**config.mk**
```make
export PLATFORM = sky130hd
export DESIGN_NAME = scro_top
export DESIGN_NICKNAME = d
export VERILOG_FILES = /design/src/core/scro_pkg.sv /design/src/core/scro_cmp_if.sv /design/src/core/scro_top.sv /design/src/core/scro_cmp.sv
export VERILOG_INCLUDE_DIRS = /design/src /design/src/core
export SDC_FILE = /design/constraint.sdc
export NUM_CORES = 1
export LEC_CHECK = 0
export ABC_AREA = 1
export CAP_MARGIN = 20
export CORE_MARGIN = 3
export CORE_UTILIZATION = 64
export DETAILED_ROUTE_END_ITERATION = 8
export DONT_BUFFER_PORTS = 1
export PLACE_DENSITY = 0.79
export SYNTH_ARGS = -nofsm -noshare
export SYNTH_HDL_FRONTEND = slang
export SYNTH_HIERARCHICAL = 1
export SYNTH_SLANG_ARGS = --single-unit
export TNS_END_PERCENT = 10
```
**constraint.sdc**
```tcl
create_clock -name aclk -period 4.2 [get_ports aclk]
set_clock_uncertainty 0.1 [all_clocks]
set_input_delay 0.21 -clock aclk [delete_from_list [all_inputs] [get_ports aclk]]
set_output_delay 0.21 -clock aclk [all_outputs]
set_load 0.02 [all_outputs]
```
**src/core/scro_defs.svh**
```systemverilog
`ifndef SCRO_DEFS_SVH
`define SCRO_DEFS_SVH

// ****************************************
// Register indices (byte address = 4 * index)
// ****************************************
`define SCRO_IDX_RX_DATA   8'h00
`define SCRO_IDX_RX_LEVEL  8'h01
`define SCRO_IDX_EXCEPT    8'h02
`define SCRO_IDX_FLOW_CTRL 8'h03
`define SCRO_IDX_MATCH     8'h04
`define SCRO_IDX_RANGE     8'h05
`define SCRO_IDX_INT_STAT  8'h06
`define SCRO_IDX_INT_CLR   8'h07
`define SCRO_IDX_INT_EN    8'h08
`define SCRO_IDX_OPTION3   8'h0a

// ****************************************
// Option register three fields
// ****************************************
`define SCRO_OPT3_RANGE_BIT   7
`define SCRO_OPT3_PAIR_HI_BIT 6
`define SCRO_OPT3_TRANSP_BIT  5
`define SCRO_OPT3_PAIR_LO_BIT 4
`define SCRO_OPT3_THR_MSB     3
`define SCRO_OPT3_THR_LSB     0
`define SCRO_OPT3_RESET       8'h00

// ****************************************
// Flow control register fields
// ****************************************
`define SCRO_FLOW_INBAND_BIT  0
`define SCRO_FLOW_IMPLIED_BIT 1
`define SCRO_FLOW_PAUSED_BIT  8

// ****************************************
// Interrupt bits and other resets
// ****************************************
`define SCRO_INT_DATA_BIT   0
`define SCRO_INT_EXCEPT_BIT 1
`define SCRO_INT_OVRUN_BIT  2
`define SCRO_INT_W          3
`define SCRO_ZERO_RESET     32'h0000_0000

// ****************************************
// Receive FIFO and bus answers
// ****************************************
`define SCRO_FIFO_DEPTH 12
`define SCRO_PTR_LAST   4'hb
`define SCRO_RESP_OKAY  2'h0
`define SCRO_RESP_SLVERR 2'h2

`endif

```
**src/core/scro_pkg.sv**
```systemverilog
package scro_pkg;
`include "scro_defs.svh"

    typedef enum logic [2:0] {
        SCRO_CODE_NONE  = 3'b000,
        SCRO_CODE_ONE   = 3'b001,
        SCRO_CODE_TWO   = 3'b010,
        SCRO_CODE_THREE = 3'b011,
        SCRO_CODE_FOUR  = 3'b100,
        SCRO_CODE_RANGE = 3'b111
    } scro_code_t;

    typedef struct packed {
        logic [7:0] option3;
        logic inband_tx_flow_enable;
        logic implied_resume_mode;
        logic [3:0][7:0] match_value;
        logic [7:0] range_lo;
        logic [7:0] range_hi;
        logic [`SCRO_INT_W-1:0] int_stat;
        logic [`SCRO_INT_W-1:0] int_en;
        logic [`SCRO_FIFO_DEPTH-1:0][7:0] fifo;
        logic [3:0] wptr;
        logic [3:0] rptr;
        logic [3:0] count;
        logic tx_paused;
        logic [2:0] match_status_field;
        logic [7:0] exc_char;
        logic aw_have;
        logic [7:0] aw_idx;
        logic w_have;
        logic [31:0] wdata;
        logic [3:0] wstrb;
        logic bvalid;
        logic [1:0] bresp;
        logic rvalid;
        logic [31:0] rdata;
        logic [1:0] rresp;
    } scro_state_t;
endpackage

```
**src/core/scro_cmp_if.sv**
```systemverilog
`timescale 1ns/1ns
interface scro_cmp_if;
    import scro_pkg::*;
    logic [7:0] rx_char;
    logic [3:0][7:0] match_value;
    logic [7:0] range_lo;
    logic [7:0] range_hi;
    logic range_detect_enable;
    logic compare_pair_low_enable;
    logic compare_pair_high_enable;
    scro_code_t code;
    logic is_xon;
    logic is_xoff;

    modport cmp (
        input rx_char, match_value, range_lo, range_hi,
        input range_detect_enable, compare_pair_low_enable, compare_pair_high_enable,
        output code, is_xon, is_xoff
    );
    modport user (
        output rx_char, match_value, range_lo, range_hi,
        output range_detect_enable, compare_pair_low_enable, compare_pair_high_enable,
        input code, is_xon, is_xoff
    );
endinterface

```
**src/core/scro_top.sv**
```systemverilog
// The AXI4-Lite register port was chosen for this implementation.
`timescale 1ns/1ns
// What this block does
// - Range enable: inclusive bound check per character
// - Range hit posts exception, status 111
// - High pair enable gates third/fourth compare
// - Transparent mode keeps flow characters out
// - Withheld flow characters still pause/resume transmit
// - Visible mode: act, store, post exception
// - Low pair enable gates first/second compare
// - Threshold field is direct count 1..12
// - Stop-off pauses; resume on on-char or any
`include "scro_defs.svh"
module scro_top
    import scro_pkg::*;
(
    // Clock and reset
    input wire logic aclk,
    input wire logic aresetn,
    // AXI4-Lite write address
    input wire logic s_axi_awvalid,
    output logic s_axi_awready,
    input wire logic [11:0] s_axi_awaddr,
    input wire logic [2:0] s_axi_awprot,
    // AXI4-Lite write data
    input wire logic s_axi_wvalid,
    output logic s_axi_wready,
    input wire logic [31:0] s_axi_wdata,
    input wire logic [3:0] s_axi_wstrb,
    // AXI4-Lite write response
    output logic s_axi_bvalid,
    input wire logic s_axi_bready,
    output logic [1:0] s_axi_bresp,
    // AXI4-Lite read address
    input wire logic s_axi_arvalid,
    output logic s_axi_arready,
    input wire logic [11:0] s_axi_araddr,
    input wire logic [2:0] s_axi_arprot,
    // AXI4-Lite read data
    output logic s_axi_rvalid,
    input wire logic s_axi_rready,
    output logic [31:0] s_axi_rdata,
    output logic [1:0] s_axi_rresp,
    // Received characters from the deserialiser
    input wire logic rx_valid,
    input wire logic [7:0] rx_char,
    // Transmit flow and service requests
    output logic tx_paused,
    output logic rx_data_req,
    output logic rx_exc_req,
    output logic irq
);

    scro_state_t st_ff;
    scro_state_t nxt_st;
    scro_cmp_if cif();

    logic do_write;
    logic do_read;
    logic pop;
    logic push;
    logic flow_char;
    logic [`SCRO_INT_W-1:0] int_set;
    logic [`SCRO_INT_W-1:0] int_clr;
    logic [3:0] thr;

    // ****************************************
    // Helpers
    // ****************************************
    function automatic logic [31:0] merge(input logic [31:0] old, input logic [31:0] wd, input logic [3:0] be);
        logic [31:0] res;
        res = old;
        for (int b = 0; b < 4; b++) begin
            if (be[b]) begin
                res[8*b +: 8] = wd[8*b +: 8];
            end
        end
        return res;
    endfunction

    function automatic logic [3:0] ptr_inc(input logic [3:0] p);
        return (p == `SCRO_PTR_LAST) ? 4'h0 : 4'(p + 4'h1);
    endfunction

    function automatic logic idx_mapped(input logic [7:0] idx);
        return (idx == `SCRO_IDX_RX_DATA) || (idx == `SCRO_IDX_RX_LEVEL) || (idx == `SCRO_IDX_EXCEPT) ||
               (idx == `SCRO_IDX_FLOW_CTRL) || (idx == `SCRO_IDX_MATCH) || (idx == `SCRO_IDX_RANGE) ||
               (idx == `SCRO_IDX_INT_STAT) || (idx == `SCRO_IDX_INT_CLR) || (idx == `SCRO_IDX_INT_EN) ||
               (idx == `SCRO_IDX_OPTION3);
    endfunction

    // ****************************************
    // Character classifier
    // ****************************************
    assign cif.rx_char = rx_char;
    assign cif.match_value = st_ff.match_value;
    assign cif.range_lo = st_ff.range_lo;
    assign cif.range_hi = st_ff.range_hi;
    assign cif.range_detect_enable = st_ff.option3[`SCRO_OPT3_RANGE_BIT];
    assign cif.compare_pair_high_enable = st_ff.option3[`SCRO_OPT3_PAIR_HI_BIT];
    assign cif.compare_pair_low_enable = st_ff.option3[`SCRO_OPT3_PAIR_LO_BIT];

    scro_cmp u_cmp (
        .cif(cif.cmp)
    );

    // ****************************************
    // Bus handshakes and outputs
    // ****************************************
    assign s_axi_awready = !st_ff.aw_have && !st_ff.bvalid;
    assign s_axi_wready = !st_ff.w_have && !st_ff.bvalid;
    assign s_axi_arready = !st_ff.rvalid;
    assign s_axi_bvalid = st_ff.bvalid;
    assign s_axi_bresp = st_ff.bresp;
    assign s_axi_rvalid = st_ff.rvalid;
    assign s_axi_rdata = st_ff.rdata;
    assign s_axi_rresp = st_ff.rresp;

    assign tx_paused = st_ff.tx_paused;
    assign rx_exc_req = st_ff.int_stat[`SCRO_INT_EXCEPT_BIT];
    assign irq = |(st_ff.int_stat & st_ff.int_en);

    // Codes above the FIFO depth are legal but can never be met
    // Direct count, zero unused
    assign thr = st_ff.option3[`SCRO_OPT3_THR_MSB:`SCRO_OPT3_THR_LSB];
    assign rx_data_req = (thr != 4'h0) && (st_ff.count >= thr);

    // ****************************************
    // Next state
    // ****************************************
    always_comb begin
        nxt_st = st_ff;
        do_write = st_ff.aw_have && st_ff.w_have && !st_ff.bvalid;
        do_read = s_axi_arvalid && !st_ff.rvalid;
        pop = 1'b0;
        push = 1'b0;
        int_set = '0;
        int_clr = '0;
        flow_char = cif.is_xon || cif.is_xoff;

        // ****************************************
        // Write channel capture
        // ****************************************
        // Address and data are held apart, so either may arrive first
        if (s_axi_awvalid && s_axi_awready) begin
            nxt_st.aw_have = 1'b1;
            nxt_st.aw_idx = s_axi_awaddr[9:2];
        end
        if (s_axi_wvalid && s_axi_wready) begin
            nxt_st.w_have = 1'b1;
            nxt_st.wdata = s_axi_wdata;
            nxt_st.wstrb = s_axi_wstrb;
        end
        if (st_ff.bvalid && s_axi_bready) begin
            nxt_st.bvalid = 1'b0;
        end

        // ****************************************
        // Register writes
        // ****************************************
        if (do_write) begin
            nxt_st.aw_have = 1'b0;
            nxt_st.w_have = 1'b0;
            nxt_st.bvalid = 1'b1;
            nxt_st.bresp = idx_mapped(st_ff.aw_idx) ? `SCRO_RESP_OKAY : `SCRO_RESP_SLVERR;
            case (st_ff.aw_idx)
                `SCRO_IDX_OPTION3: begin
                    // Only lane 0 exists; the upper lanes are reserved
                    if (st_ff.wstrb[0]) begin
                        nxt_st.option3 = st_ff.wdata[7:0];
                    end
                end
                `SCRO_IDX_FLOW_CTRL: begin
                    if (st_ff.wstrb[0]) begin
                        nxt_st.inband_tx_flow_enable = st_ff.wdata[`SCRO_FLOW_INBAND_BIT];
                        nxt_st.implied_resume_mode = st_ff.wdata[`SCRO_FLOW_IMPLIED_BIT];
                    end
                end
                `SCRO_IDX_MATCH: begin
                    nxt_st.match_value = merge(st_ff.match_value, st_ff.wdata, st_ff.wstrb);
                end
                `SCRO_IDX_RANGE: begin
                    if (st_ff.wstrb[0]) begin
                        nxt_st.range_lo = st_ff.wdata[7:0];
                    end
                    if (st_ff.wstrb[1]) begin
                        nxt_st.range_hi = st_ff.wdata[15:8];
                    end
                end
                `SCRO_IDX_INT_EN: begin
                    if (st_ff.wstrb[0]) begin
                        nxt_st.int_en = st_ff.wdata[`SCRO_INT_W-1:0];
                    end
                end
                `SCRO_IDX_INT_CLR: begin
                    if (st_ff.wstrb[0]) begin
                        int_clr = st_ff.wdata[`SCRO_INT_W-1:0];
                    end
                end
                default: begin
                end
            endcase
        end

        // ****************************************
        // Register reads
        // ****************************************
        // Address is decoded straight off the bus; arready stays low while rvalid stands
        if (st_ff.rvalid && s_axi_rready) begin
            nxt_st.rvalid = 1'b0;
        end
        if (do_read) begin
            nxt_st.rvalid = 1'b1;
            nxt_st.rdata = '0;
            nxt_st.rresp = idx_mapped(s_axi_araddr[9:2]) ? `SCRO_RESP_OKAY : `SCRO_RESP_SLVERR;
            case (s_axi_araddr[9:2])
                `SCRO_IDX_RX_DATA: begin
                    // Reading an empty FIFO returns zero and changes nothing
                    if (st_ff.count != 4'h0) begin
                        nxt_st.rdata[7:0] = st_ff.fifo[st_ff.rptr];
                        pop = 1'b1;
                    end
                end
                `SCRO_IDX_RX_LEVEL: nxt_st.rdata[3:0] = st_ff.count;
                `SCRO_IDX_EXCEPT: nxt_st.rdata = {21'h0, st_ff.match_status_field, st_ff.exc_char};
                `SCRO_IDX_FLOW_CTRL: begin
                    nxt_st.rdata[`SCRO_FLOW_INBAND_BIT] = st_ff.inband_tx_flow_enable;
                    nxt_st.rdata[`SCRO_FLOW_IMPLIED_BIT] = st_ff.implied_resume_mode;
                    nxt_st.rdata[`SCRO_FLOW_PAUSED_BIT] = st_ff.tx_paused;
                end
                `SCRO_IDX_MATCH: nxt_st.rdata = st_ff.match_value;
                `SCRO_IDX_RANGE: nxt_st.rdata = {16'h0, st_ff.range_hi, st_ff.range_lo};
                `SCRO_IDX_INT_STAT: nxt_st.rdata[`SCRO_INT_W-1:0] = st_ff.int_stat;
                `SCRO_IDX_INT_EN: nxt_st.rdata[`SCRO_INT_W-1:0] = st_ff.int_en;
                `SCRO_IDX_OPTION3: nxt_st.rdata[7:0] = st_ff.option3;
                default: begin
                end
            endcase
        end

        // ****************************************
        // Receive path
        // ****************************************
        if (rx_valid) begin
            if (st_ff.inband_tx_flow_enable) begin
                if (cif.is_xoff) begin
                    nxt_st.tx_paused = 1'b1;
                end else if (cif.is_xon || st_ff.implied_resume_mode) begin
                    nxt_st.tx_paused = 1'b0;
                end
            end
            if (!(flow_char && st_ff.option3[`SCRO_OPT3_TRANSP_BIT])) begin
                push = 1'b1;
                if (cif.code != SCRO_CODE_NONE) begin
                    nxt_st.match_status_field = cif.code;
                    nxt_st.exc_char = rx_char;
                    int_set[`SCRO_INT_EXCEPT_BIT] = 1'b1;
                end
            end
        end

        // ****************************************
        // FIFO bookkeeping
        // ****************************************
        // A pop in the same cycle frees a slot, so a full FIFO can still take the push
        if (push && (st_ff.count == 4'(`SCRO_FIFO_DEPTH)) && !pop) begin
            push = 1'b0;
            int_set[`SCRO_INT_OVRUN_BIT] = 1'b1;
        end
        if (push) begin
            nxt_st.fifo[st_ff.wptr] = rx_char;
            nxt_st.wptr = ptr_inc(st_ff.wptr);
        end
        if (pop) begin
            nxt_st.rptr = ptr_inc(st_ff.rptr);
        end
        if (push && !pop) begin
            nxt_st.count = 4'(st_ff.count + 4'h1);
        end else if (pop && !push) begin
            nxt_st.count = 4'(st_ff.count - 4'h1);
        end

        // ****************************************
        // Status flags
        // ****************************************
        // Data request sets sticky bit
        int_set[`SCRO_INT_DATA_BIT] = rx_data_req;
        // Set wins over a clear in the same cycle
        nxt_st.int_stat = (st_ff.int_stat & ~int_clr) | int_set;
    end

    always_ff @(posedge aclk) begin
        if (!aresetn) begin
            st_ff <= '0;
            st_ff.option3 <= `SCRO_OPT3_RESET;
        end else begin
            st_ff <= nxt_st;
        end
    end
endmodule

```
**src/core/scro_cmp.sv**
```systemverilog
`timescale 1ns/1ns
module scro_cmp
    import scro_pkg::*;
(
    // Character classification
    scro_cmp_if.cmp cif
);

    function automatic logic same_char(input logic [7:0] a, input logic [7:0] b);
        return a == b;
    endfunction

    logic [3:0] hit;
    logic in_range;

    genvar i;
    generate
        for (i = 0; i < 4; i++) begin : g_cmp
            if (i < 2) begin : g_lo
                assign hit[i] = cif.compare_pair_low_enable && same_char(cif.rx_char, cif.match_value[i]);
            end else begin : g_hi
                assign hit[i] = cif.compare_pair_high_enable && same_char(cif.rx_char, cif.match_value[i]);
            end
        end
    endgenerate

    assign in_range = cif.range_detect_enable && (cif.rx_char >= cif.range_lo) && (cif.rx_char <= cif.range_hi);

    // Flow characters exist only while the low pair compare is on
    assign cif.is_xon = hit[0];
    assign cif.is_xoff = hit[1];

    always_comb begin
        cif.code = SCRO_CODE_NONE;
        if (hit[0]) begin
            cif.code = SCRO_CODE_ONE;
        end else if (hit[1]) begin
            cif.code = SCRO_CODE_TWO;
        end else if (hit[2]) begin
            cif.code = SCRO_CODE_THREE;
        end else if (hit[3]) begin
            cif.code = SCRO_CODE_FOUR;
        end else if (in_range) begin
            cif.code = SCRO_CODE_RANGE;
        end
    end
endmodule

```
### Word-level counts from Yosys, hierarchy flattened

Index checks and enable logic that the tools add are counted.

| storage, ports and cells | value |
|---|---|
| bits in registers | 268 |
| bits of input ports | 82 |
| output and inout port bits | 45 |

| operators by class | value |
|---|---|
| add/sub/neg operators | 4 |
| $lt $le $gt $ge | 6 |
| eq/ne operators | 25 |
| muxes and demuxes | 42 |
| bitwise logic cells | 6 |
| reduce and logical (&&, ||, !) cells | 70 |

Operators by type and width:

| cell | count |
|---|---|
| bitwise mux 96 bit | 1 |
| one-hot mux 23 bit (3 select lines) | 1 |
| equality test 8 x 3 -> 1 bit (second input constant) | 8 |
| two-way mux 35 bit | 1 |
| AND reduction 3 bit | 11 |
| binary-select mux 8 bit (select 4 bit) | 1 |
| demux 8 bit (select 4 bit) | 1 |
| equality test 8 x 2 -> 1 bit (second input constant) | 4 |
| equality test 8 x 4 -> 1 bit (second input constant) | 4 |
| equality test 8 bit | 4 |
| two-way mux 3 bit | 9 |
| two-way mux 8 bit | 3 |
| logical AND 1 bit | 22 |
| logical OR 1 bit | 20 |
| one-hot mux 4 bit (5 select lines) | 1 |
| one-hot mux 2 bit (9 select lines) | 1 |
| equality test 8 x 1 -> 1 bit (second input constant) | 2 |
| zero test 8 bit | 2 |
| two-way mux 4 bit | 4 |
| two-way mux 1 bit | 14 |
| adder 4 x 1 -> 4 bit (second input constant) | 3 |
| equality test 4 bit (second input constant) | 3 |
| < comparator 4 x 5 -> 1 bit (second input constant) | 2 |
| >= comparator 8 bit | 1 |
| 18 further kinds | 30 |

### Depth between registers and ports, before layout

Gate-level depths: netlist of run 1.

| logic depth | value |
|---|---|
| depth after elaboration | 13 |
| gate-level depth with buffers | 22 |

### By module

Netlist of run 1, hierarchy kept.

By module, submodules not included:

| module | times used | cells each | area an instance (um2) | sequential area each (um2) |
|---|---|---|---|---|
| scro_top | 1 | 1974 | 12871.1 | 5325.1 |
| scro_cmp | 1 | 181 | 998.5 | 0.0 |

### Worst setup path after synthesis of run 1

No wires, ideal clock.

| path | value |
|---|---|
| path kind | input to register |
| from | input rx_char[4] |
| to | register st_ff[99] (netlist name) |
| library setup time | 0.119 ns |
| data arrival time | 2.753 ns |
| required time | 3.981 ns |
| setup slack | 1.228 ns |
| cell stages on the path | 22 |
| path through | buf_4 -> o22ai_1 -> nor2_1 -> and2_4 -> nand3b_4 -> inv_1 -> nor2_1 -> nor2_1 -> nor2_1 -> a21boi_4 -> buf_2 -> ha_1 -> inv_1 -> ha_1 -> nand2_1 -> nand2_1 -> a21oi_1 -> nor2_1 -> nor2_1 -> nand2_1 -> o21ai_0 -> a21oi_1 |

| between the ends | value |
|---|---|
| longest elaborated chain between the ends | 12 |

Ends and longest elaborated chain:

| what | line | RTL |
|---|---|---|
| start: declaration | scro_top.sv:46 | `input wire logic [7:0] rx_char,` |
| equality test 8 bit * | scro_cmp.sv:10 | `return a == b;` |
| logical AND 1 bit * | scro_cmp.sv:20 | `assign hit[i] = cif.compare_pair_low_enable && same_char(cif.rx_char, cif.match_value[i]);` |
| net cif.is_xon | scro_cmp_if.sv:12 | `logic is_xon;` |
| logical OR 1 bit * | scro_top.sv:139 | `flow_char = cif.is_xon \|\| cif.is_xoff;` |
| logical AND 1 bit * | scro_top.sv:252 | `` if (!(flow_char && st_ff.option3[`SCRO_OPT3_TRANSP_BIT])) begin `` |
| two-way mux 1 bit * | scro_top.sv:252 |  |
| two-way mux 1 bit * | scro_top.sv:244 | `if (rx_valid) begin` |
| logical AND 1 bit (2 in a row) | scro_top.sv:266 | `` if (push && (st_ff.count == 4'(`SCRO_FIFO_DEPTH)) && !pop) begin `` |
| two-way mux 1 bit * | scro_top.sv:266 |  |
| net push | scro_top.sv:61 | `logic push;` |
| zero test 1 bit | scro_top.sv:279 | `end else if (pop && !push) begin` |
| logical AND 1 bit | scro_top.sv:279 |  |
| nonzero test 2 bit (no source line) | -- |  |
| end signal: assignment | scro_top.sv:297 | `st_ff <= nxt_st;` |
| end: declaration | scro_top.sv:54 | `scro_state_t st_ff;` |

The timed path passes the listed nets; every way through them passes the cells marked *.
A chain may end at the register's enable or synchronous reset.

### Final worst setup path of run 1

| path | value |
|---|---|
| from | register st_ff, in the netlist cif.match_value[8] |
| to | register st_ff[99] (netlist name) |

| between the ends | value |
|---|---|
| longest elaborated chain between the ends | 12 |

Ends and longest elaborated chain:

| what | line | RTL |
|---|---|---|
| equality test 8 bit * | scro_cmp.sv:10 |  |
| logical AND 1 bit * | scro_cmp.sv:20 |  |
| net cif.is_xoff | scro_cmp_if.sv:13 | `logic is_xoff;` |
| logical OR 1 bit * | scro_top.sv:139 |  |
| logical AND 1 bit * | scro_top.sv:252 |  |
| two-way mux 1 bit * | scro_top.sv:252 |  |
| two-way mux 1 bit * | scro_top.sv:244 |  |
| logical AND 1 bit (2 in a row) | scro_top.sv:266 |  |
| two-way mux 1 bit * | scro_top.sv:266 |  |
| zero test 1 bit | scro_top.sv:279 |  |
| logical AND 1 bit | scro_top.sv:279 |  |
| nonzero test 2 bit (no source line) | -- |  |

Marks and branches as above.

==> results by group, run 1 <==
Clock tree
  – Clock Path Buffers: 3
  – Post-CTS Hold Buffers: 59
  – Worst-path clk slew: 0.06 ns
  – Clk_lat worst skew: 0.54 ns
  – Clock root buffer: clkbuf_16
  – TritonCTS clock tree: done
  – Post-CTS Setup Inserts: 0
  – Htree depth: 1
  – CTS buffer count: 28
  – Post_cts resized: 0
  – Sinks on Clock Net: 266

Timing
  – Fmax: 331 MHz
  – # setup viols final: 0
  – Worst-Margin Slew: 0.972 ns
  – Final period util: 72.0%
  – Final setup margin: 1.18 ns
  – Hold Slack: 0.0188 ns
  – Hold Fails Final Rpt: 0
  – Tmin final: 3.02 ns
  – Final setup TNS: 0 ns
  – RSZ-0062 raised after global routing: no
  – Relative slew margins: 35.1%
  – Final Max Tran Viols: 0

Synth
  – Complex-gate fraction of the synthesized area: 12.1%
  – Synth area leader: dfxtp_1
  – Cells after Synth: 2155
  – Post-Syn Area: 13900 sq um
  – Synth Flop Type: dfxtp_1
  – Asr flop ratio synth: 0%
  – Post-synth cell types: 46
  – Adder-Cell Fraction of Synth Area: 2.67%
  – Synth area leaders: dfxtp_1 (38%), nand2_1 (14%), inv_1 (9.1%)
  – EDFF count, synth: 0
  – Yosys top cell area share: 38.4%
  – Synth Area in XOR/XNOR: 0.758%
  – Mux cell area share after synthesis: 0%
  – Synth warn: 6
  – Synthesized area per cell: 6.44 sq um
  – Post-synthesis simple-gate area fraction: 31.5%
  – Count of state elements after synthesis: 266
  – Sequential area share after synthesis: 38.4%
  – Largest family of logic cells by synthesized area: simple AND/OR/NAND/NOR gates

Layout
  – Nets: 2237
  – Area growth, synth to finish: 9.35%
  – Ant diodes: 0
  – Core Util, Final: 71.7%
  – Layout cells sized above 1: 4.98%

Critical path
  – Critical Path RT: 4.53 ns
  – R2R setup slack: 1.18 ns
  – Crit Path Class: reg2reg
  – Worst EP arrival: 3.35 ns
  – CP max FO: 6
  – Critical Path End Type: register
  – Reg-to-reg critical path startpoint: cif.match_value[8]
  – Setup crit start kind: register
  – RR Endpoint: st_ff[99]
  – Reg2reg path depth: 21

Floorplan
  – Initial Utilization: 65.6%
  – # IOs: 127
  – Std cell rows: 53
  – Die Span X: 153 um
  – Die Height: 153 um
  – Die area: 23500 sq um
  – Core area: 21200 sq um

Power
  – Combinational share of power: 9.9%
  – Leak Pwr: 6.77 nW
  – Pwr/cell area: 374 nW/um^2
  – Int Pwr: 0.00420 W
  – Switching power: 0.00147 W
  – Register share of total power: 47.4%
  – Clock share of power: 42.8%
  – Sw frac: 25.9%
  – Peak supply drop: 0.391 mV

Global route
  – Initial antenna violation count: 0
  – Vias in the first global route: 12100
  – GRT overflow: 0
  – Largest net degree at the start of global routing: 212
  – Global Route Usage Sum: 30.8%
  – First-pass GRT wire length: 60.6 mm

Drt
  – Drt pass-1 iters: 6
  – Initial drt markers: 1361
  – Routed wire length: 37.7 mm
  – Final antenna-violating net count: 0
  – Vias/cell: 5.43
  – DR vias: 13200
  – # DRC: 0
  – Wire per inst: 15.6 um

Run
  – MaxCap Viol Count: 0

Status
  – Status: finished, final reports clean

Worst hold path
  – Hold Path End: st_ff[83]
  – Min-delay worst type: in2reg
  – Min-delay src: s_axi_awvalid
  – WHS Path Cells: 2

Placement
  – PortBufs: 0
  – Post-DP HPWL: 23.9 mm
  – Final GP Congestion: 0.939
  – Pre-CTS WS: 1.16 ns
-- metrics by stage --
stage / area [sq um] / std cells / total power, W
after detailed placement: 13600 / 2312 / 0.00320
after global routing: 15200 / 2423 / 0.00587
after floorplan: 13900 / 2156 / 0.00314
after CTS: 15200 / 2423 / 0.00567
after global placement: 13600 / 2312 / 0.00318
final: 15200 / 2423 / 0.00567
-- area by class of cell --
cell class / instances / area, sq um
multi-input cells: 1406 / 6540
flip-flops and latches: 266 / 5330
fillers: 1741 / 5990
repair buffers: 72 / 718
clock inverters: 11 / 62.6
well taps: 275 / 344
inverters: 352 / 1320
clock buffers: 41 / 851
-- placed cells by master, fill, tap and decap left out, types with 5 or more instances in the layout --
cell and count:
nor2_1 256, clkinv_2 9, nor3_2 5, nor3_1 8, ha_1 28, nand3_1 210, o22ai_1 5, a21oi_1 131
nand2_1 533, dlygate4sd3_1 58, nand4_1 7, clkinv_1 5, dfxtp_1 265, nand2_2 16, buf_4 12, a211oi_1 11
xor2_1 7, o211ai_1 15, inv_2 11, clkbuf_8 8, inv_1 336, o21ai_0 140, clkbuf_16 29, xnor2_1 5
-- power groups by stage --
stage / clock (W) / sequential, W / combinational (W)
3_5_place_dp: 0 / 0.00274 / 0.000463
6_report: 0.00243 / 0.00269 / 0.000559
3_3_place_gp: 0 / 0.00274 / 0.000448
5_1_grt: 0.00255 / 0.00269 / 0.000627
2_1_floorplan: 0 / 0.00271 / 0.000433
4_1_cts: 0.00244 / 0.00268 / 0.000544
-- cell families after synthesis --
kind of cell    Yosys count
fa+ha+maj                29
simple gates           1049
xor+xnor                 12
buf+inv                 484
other cells               1
flops                   266
compound gates          314
-- how the worst max path moves through the flow --
| stage | from | endpoint | slack (ns) | cells after the start |
|---|---|---|---|---|
| floorplan | rx_char[4] | st_ff[99] | 1.23 | 22 |
| global placement | s_axi_araddr[9] | st_ff[99] | 1.27 | 18 |
| detailed placement | s_axi_araddr[7] | st_ff[99] | 1.16 | 18 |
| CTS | cif.match_value[8] | st_ff[99] | 1.22 | 21 |
| global route | cif.match_value[14] | st_ff[99] | 0.90 | 21 |
| finish | cif.match_value[8] | st_ff[99] | 1.18 | 21 |
-- flip-flops by register name, indices dropped and copies added, names as in the netlist --
name                          cells
cif.compare_pair_high_enable      1
cif.compare_pair_low_enable       1
cif.match_value                  32
cif.range_detect_enable           1
cif.range_hi                      8
cif.range_lo                      8
rx_exc_req                        1
s_axi_bresp                       1
s_axi_bvalid                      1
s_axi_rdata                      32
s_axi_rresp                       1
s_axi_rvalid                      1
st_ff                           177
tx_paused                         1
-- per-layer routing --
metal	part of all wire, %	vias to the layer above	global-route usage [%]
met2	47	490	51.8
met3	6.6	121	3.91
met5	0	-	0
met1	42	5936	39.7
li1	-	6609	-
met4	4.8	0	14.1
-- cell usage after synthesis (5+ instances only) --
master	number
buf_1	15
nand2_2	16
o211ai_1	15
o22ai_1	5
nand3_1	210
ha_1	28
clkinv_1	5
clkbuf_1	61
buf_2	10
nor3_2	5
dfxtp_1	266
nor2_1	256
buf_4	44
nand4_1	7
inv_1	336
nand2_1	533
o21ai_0	140
a21oi_1	131
inv_2	11
a211oi_1	11
xor2_1	7
nor3_1	8
xnor2_1	5
-- critical path: stages, from the launching register on --
cell	delay (ns)
dfxtp_1	0.33
or2_1	0.23
nand3_1	0.10
nor3_2	0.06
nand3b_2	0.11
inv_1	0.09
nor2_1	0.10
nor2_1	0.04
nor2_1	0.08
buf_4	0.16
a21boi_4	0.22
ha_1	0.21
inv_1	0.10
ha_1	0.28
nand2_1	0.07
nand2_1	0.05
a21oi_1	0.16
nor2_1	0.06
nor2_1	0.08
nand2_1	0.07
o21ai_0	0.17
a21oi_1	0.06
No activity file was read; power rests on OpenSTA's default activity.
==> run 2, diff against run 1 <==
Clock period 4.2 ns to 2.8 ns, I/O delays scaled along.
==> run 2 against run 1 <==
Effect of this change: the run now ends with hold timing left; fmax grew 12%; cell count grew 3.0%; utilization up 3.8 points; first-iteration DRC count down 7.8%; clock power rose by 65%; non-clock buffer count increased by 73; design area up 5.3%; count of clock-buffer cells in the layout grew 2; total power rose by 59%; sequential share of layout area shrank 1.8 points; critical endpoint is now st_ff[47]; largest cell class unchanged.
==> results by group, run 2 (synthesis results as in run 1) <==
Status
  – Status: finished, violations left
  – Failing checks: hold timing

Run
  – MaxCap Viol Count: 0 (unchanged)

Layout
  – Largest register FFs: 177 (unchanged)
  – Nets: 2310 (+3.3%)
  – Filler Cell Count: 1654 (-5.0%)
  – Area of the multi-input gates: 6640 sq um (+1.5%)
  – Most frequent cells in the layout: nand2_1 (529), inv_1 (332), dfxtp_1 (262)
  – Area growth, synth to finish: 15.2%
  – Reg with most FFs: st_ff
  – Layout cells sized above 1: 7.92% (+2.9 points)
  – Non-filler cells, final: 2496 (+3.0%)
  – Register area: 5330 sq um (about the same)
  – Commonest non-fill, non-tap cell in the layout: nand2_1
  – Ant diodes: 0 (unchanged)

Drt
  – Wire per inst: 16.2 um (+4.2%)
  – Drt pass-1 iters: 6 (unchanged)
  – DR vias: 13800 (+5.1%)
  – # DRC: 0 (unchanged)
  – Vias/cell: 5.54 (+2.0%)
  – Routed wire length: 40.5 mm (+7.4%)
  – Initial drt markers: 1255 (-7.8%)
  – Final antenna-violating net count: 0 (unchanged)

Global route
  – First-pass GRT wire length: 64.9 mm (+7.1%)
  – Global Route Usage Sum: 33.1% (+2.2 points)
  – Largest net degree at the start of global routing: 167 (-21%)
  – Initial antenna violation count: 0 (unchanged)
  – Vias in the first global route: 13000 (+7.5%)
  – GRT overflow: 0 (unchanged)

Power
  – Pwr/cell area: 563 nW/um^2 (+51%)
  – Sw frac: 25.1% (-0.79 points)
  – Leak Pwr: 7.16 nW (+5.8%)
  – Clock share of power: 44.4% (+1.6 points)
  – Register share of total power: 44.8% (-2.6 points)
  – Combinational share of power: 10.8% (+0.9 points)
  – Int Pwr: 0.00674 W (+60%)
  – Peak supply drop: 0.614 mV (+57%)
  – Switching power: 0.00226 W (+54%)

Timing
  – Worst-Margin Slew: 0.758 ns (-0.213 ns)
  – Tmin final: 2.70 ns (-0.321 ns)
  – Final setup TNS: 0 ns (unchanged)
  – Hold Fails Final Rpt: 4 (+4)
  – # setup viols final: 0 (unchanged)
  – Final period util: 96.5% (+25 points)
  – Relative slew margins: 49.1% (+14 points)
  – Fmax: 370 MHz (+12%)
  – Final setup margin: 0.0970 ns (-1.08 ns)
  – Final Max Tran Viols: 0 (unchanged)
  – Hold Slack: -0.0266 ns (-0.0454 ns)
  – RSZ-0062 raised after global routing: yes

Critical path
  – Most common cell on crit path: dlygate4sd3_1
  – Setup crit start kind: register
  – Critical Path RT: 3.13 ns (-1.40 ns)
  – Worst EP arrival: 3.04 ns (-0.31 ns)
  – Critical Path Max Stage Delay: 0.62 ns (+0.29 ns)
  – Worst path cell trace: nor2_4 -> nand2_1 -> buf_8 -> o21ai_0 -> dlygate4sd3_1 -> a21oi_1 -> dlygate4sd3_1
  – Slowest-stage cell, CP: dlygate4sd3_1
  – CP max FO: 46 (+40)
  – Crit Path Class: reg2reg
  – Critical Path End Type: register

Floorplan
  – Core area: 21200 sq um (unchanged)
  – Std cell rows: 53 (unchanged)
  – Die Span X: 153 um (unchanged)
  – # IOs: 127 (unchanged)
  – Die Height: 153 um (unchanged)
  – Die area: 23500 sq um (unchanged)
  – Initial Utilization: 65.6% (unchanged)

Clock tree
  – Sinks on Clock Net: 266 (unchanged)
  – Clock Path Buffers: 3 (unchanged)
  – Htree depth: 1 (unchanged)
  – Clk_lat worst skew: 0.54 ns (about the same)
  – TritonCTS clock tree: done
  – CTS buffer count: 28 (unchanged)
  – Clock root buffer: clkbuf_16
  – Worst-path clk slew: 0.06 ns (about the same)

Placement
  – Final GP Congestion: 0.950 (+1.1%)
  – PortBufs: 0 (unchanged)
  – Post-DP HPWL: 25.1 mm (+4.9%)
  – Placed insts: 2358 (+2.0%)
  – Pre-CTS WS: -0.0171 ns (-1.18 ns)

Worst hold path
  – Min-delay worst type: in2reg
## run 2: changes by cell type in the layout (fill, tap and decap cells not counted), sizes merged
cell | previous run | this run
buf | 14 | 64
dlygate4sd3 | 58 | 81
clkinv | 15 | 7
bufinv | 0 | 4
clkbuf | 41 | 43
clkinvlp | 0 | 2
## run 2: per-layer routing
| layer | vias up | GRT usage [%] | share of wire, % |
|---|---|---|---|
| li1 | 6764 | - | - |
| met1 | 6304 | 41.0 | 40 |
| met2 | 621 | 57.0 | 48 |
| met3 | 132 | 4.78 | 6.9 |
| met4 | 0 | 15.0 | 4.5 |
| met5 | - | 0 | 0 |
## run 2: what timing repair did
action                                  4_1_cts  5_1_grt
cloned                                        0        0
hold buffers                                 82        0
endpoints found under the hold margin       240        0
gates resized for setup                       0       32
endpoints found under the setup margin        1       58
pin swaps                                     0       15
buffers inserted                              1        3
## run 2: worst max-delay path: cells and delay by family, from the launching register on
family,cells,cell delay (ns)
AO/OA/AOI/OAI,2,0.33
buffers and inverters,3,1.39
AND/OR/NAND/NOR,2,0.35
flip-flops,1,0.40
## run 2: final timing paths
check                      from   endpoint  slack (ns)  depth (start not counted)
setup / recovery   s_axi_bvalid  st_ff[47]         0.1                          7
hold / removal    s_axi_awvalid  st_ff[79]       -0.03                          4
setup reg to reg   s_axi_bvalid  st_ff[47]         0.1                          7
hold reg to reg       st_ff[87]  st_ff[87]        0.35                          2
## run 2: area by class of cell
cell class / count / area share, %
repair buffers: 145 / 8.36
well taps: 275 / 2.15
multi-input cells: 1406 / 41.6
clock inverters: 9 / 0.963
inverters: 352 / 8.30
flip-flops and latches: 266 / 33.4
clock buffers: 43 / 5.31
## run 2: power groups by stage
stage                     sequential, W  combinational [W]  clock (W)
after floorplan                 0.00406           0.000654          0
after global placement          0.00410           0.000718          0
after detailed placement        0.00410           0.000741          0
after CTS                       0.00402           0.000902    0.00402
after global routing            0.00404            0.00107    0.00416
final                           0.00403           0.000968    0.00400
## run 2: metrics by stage
| stage | instance area, sq um | util [%] | total power [W] |
|---|---|---|---|
| 2_1_floorplan | 13900 | - | 0.00471 |
| 3_3_place_gp | 14000 | 66.2 | 0.00482 |
| 3_5_place_dp | 14000 | 66.2 | 0.00484 |
| 4_1_cts | 15800 | 74.9 | 0.00894 |
| 5_1_grt | 16000 | 75.5 | 0.00928 |
| 6_report | 16000 | 75.5 | 0.00899 |
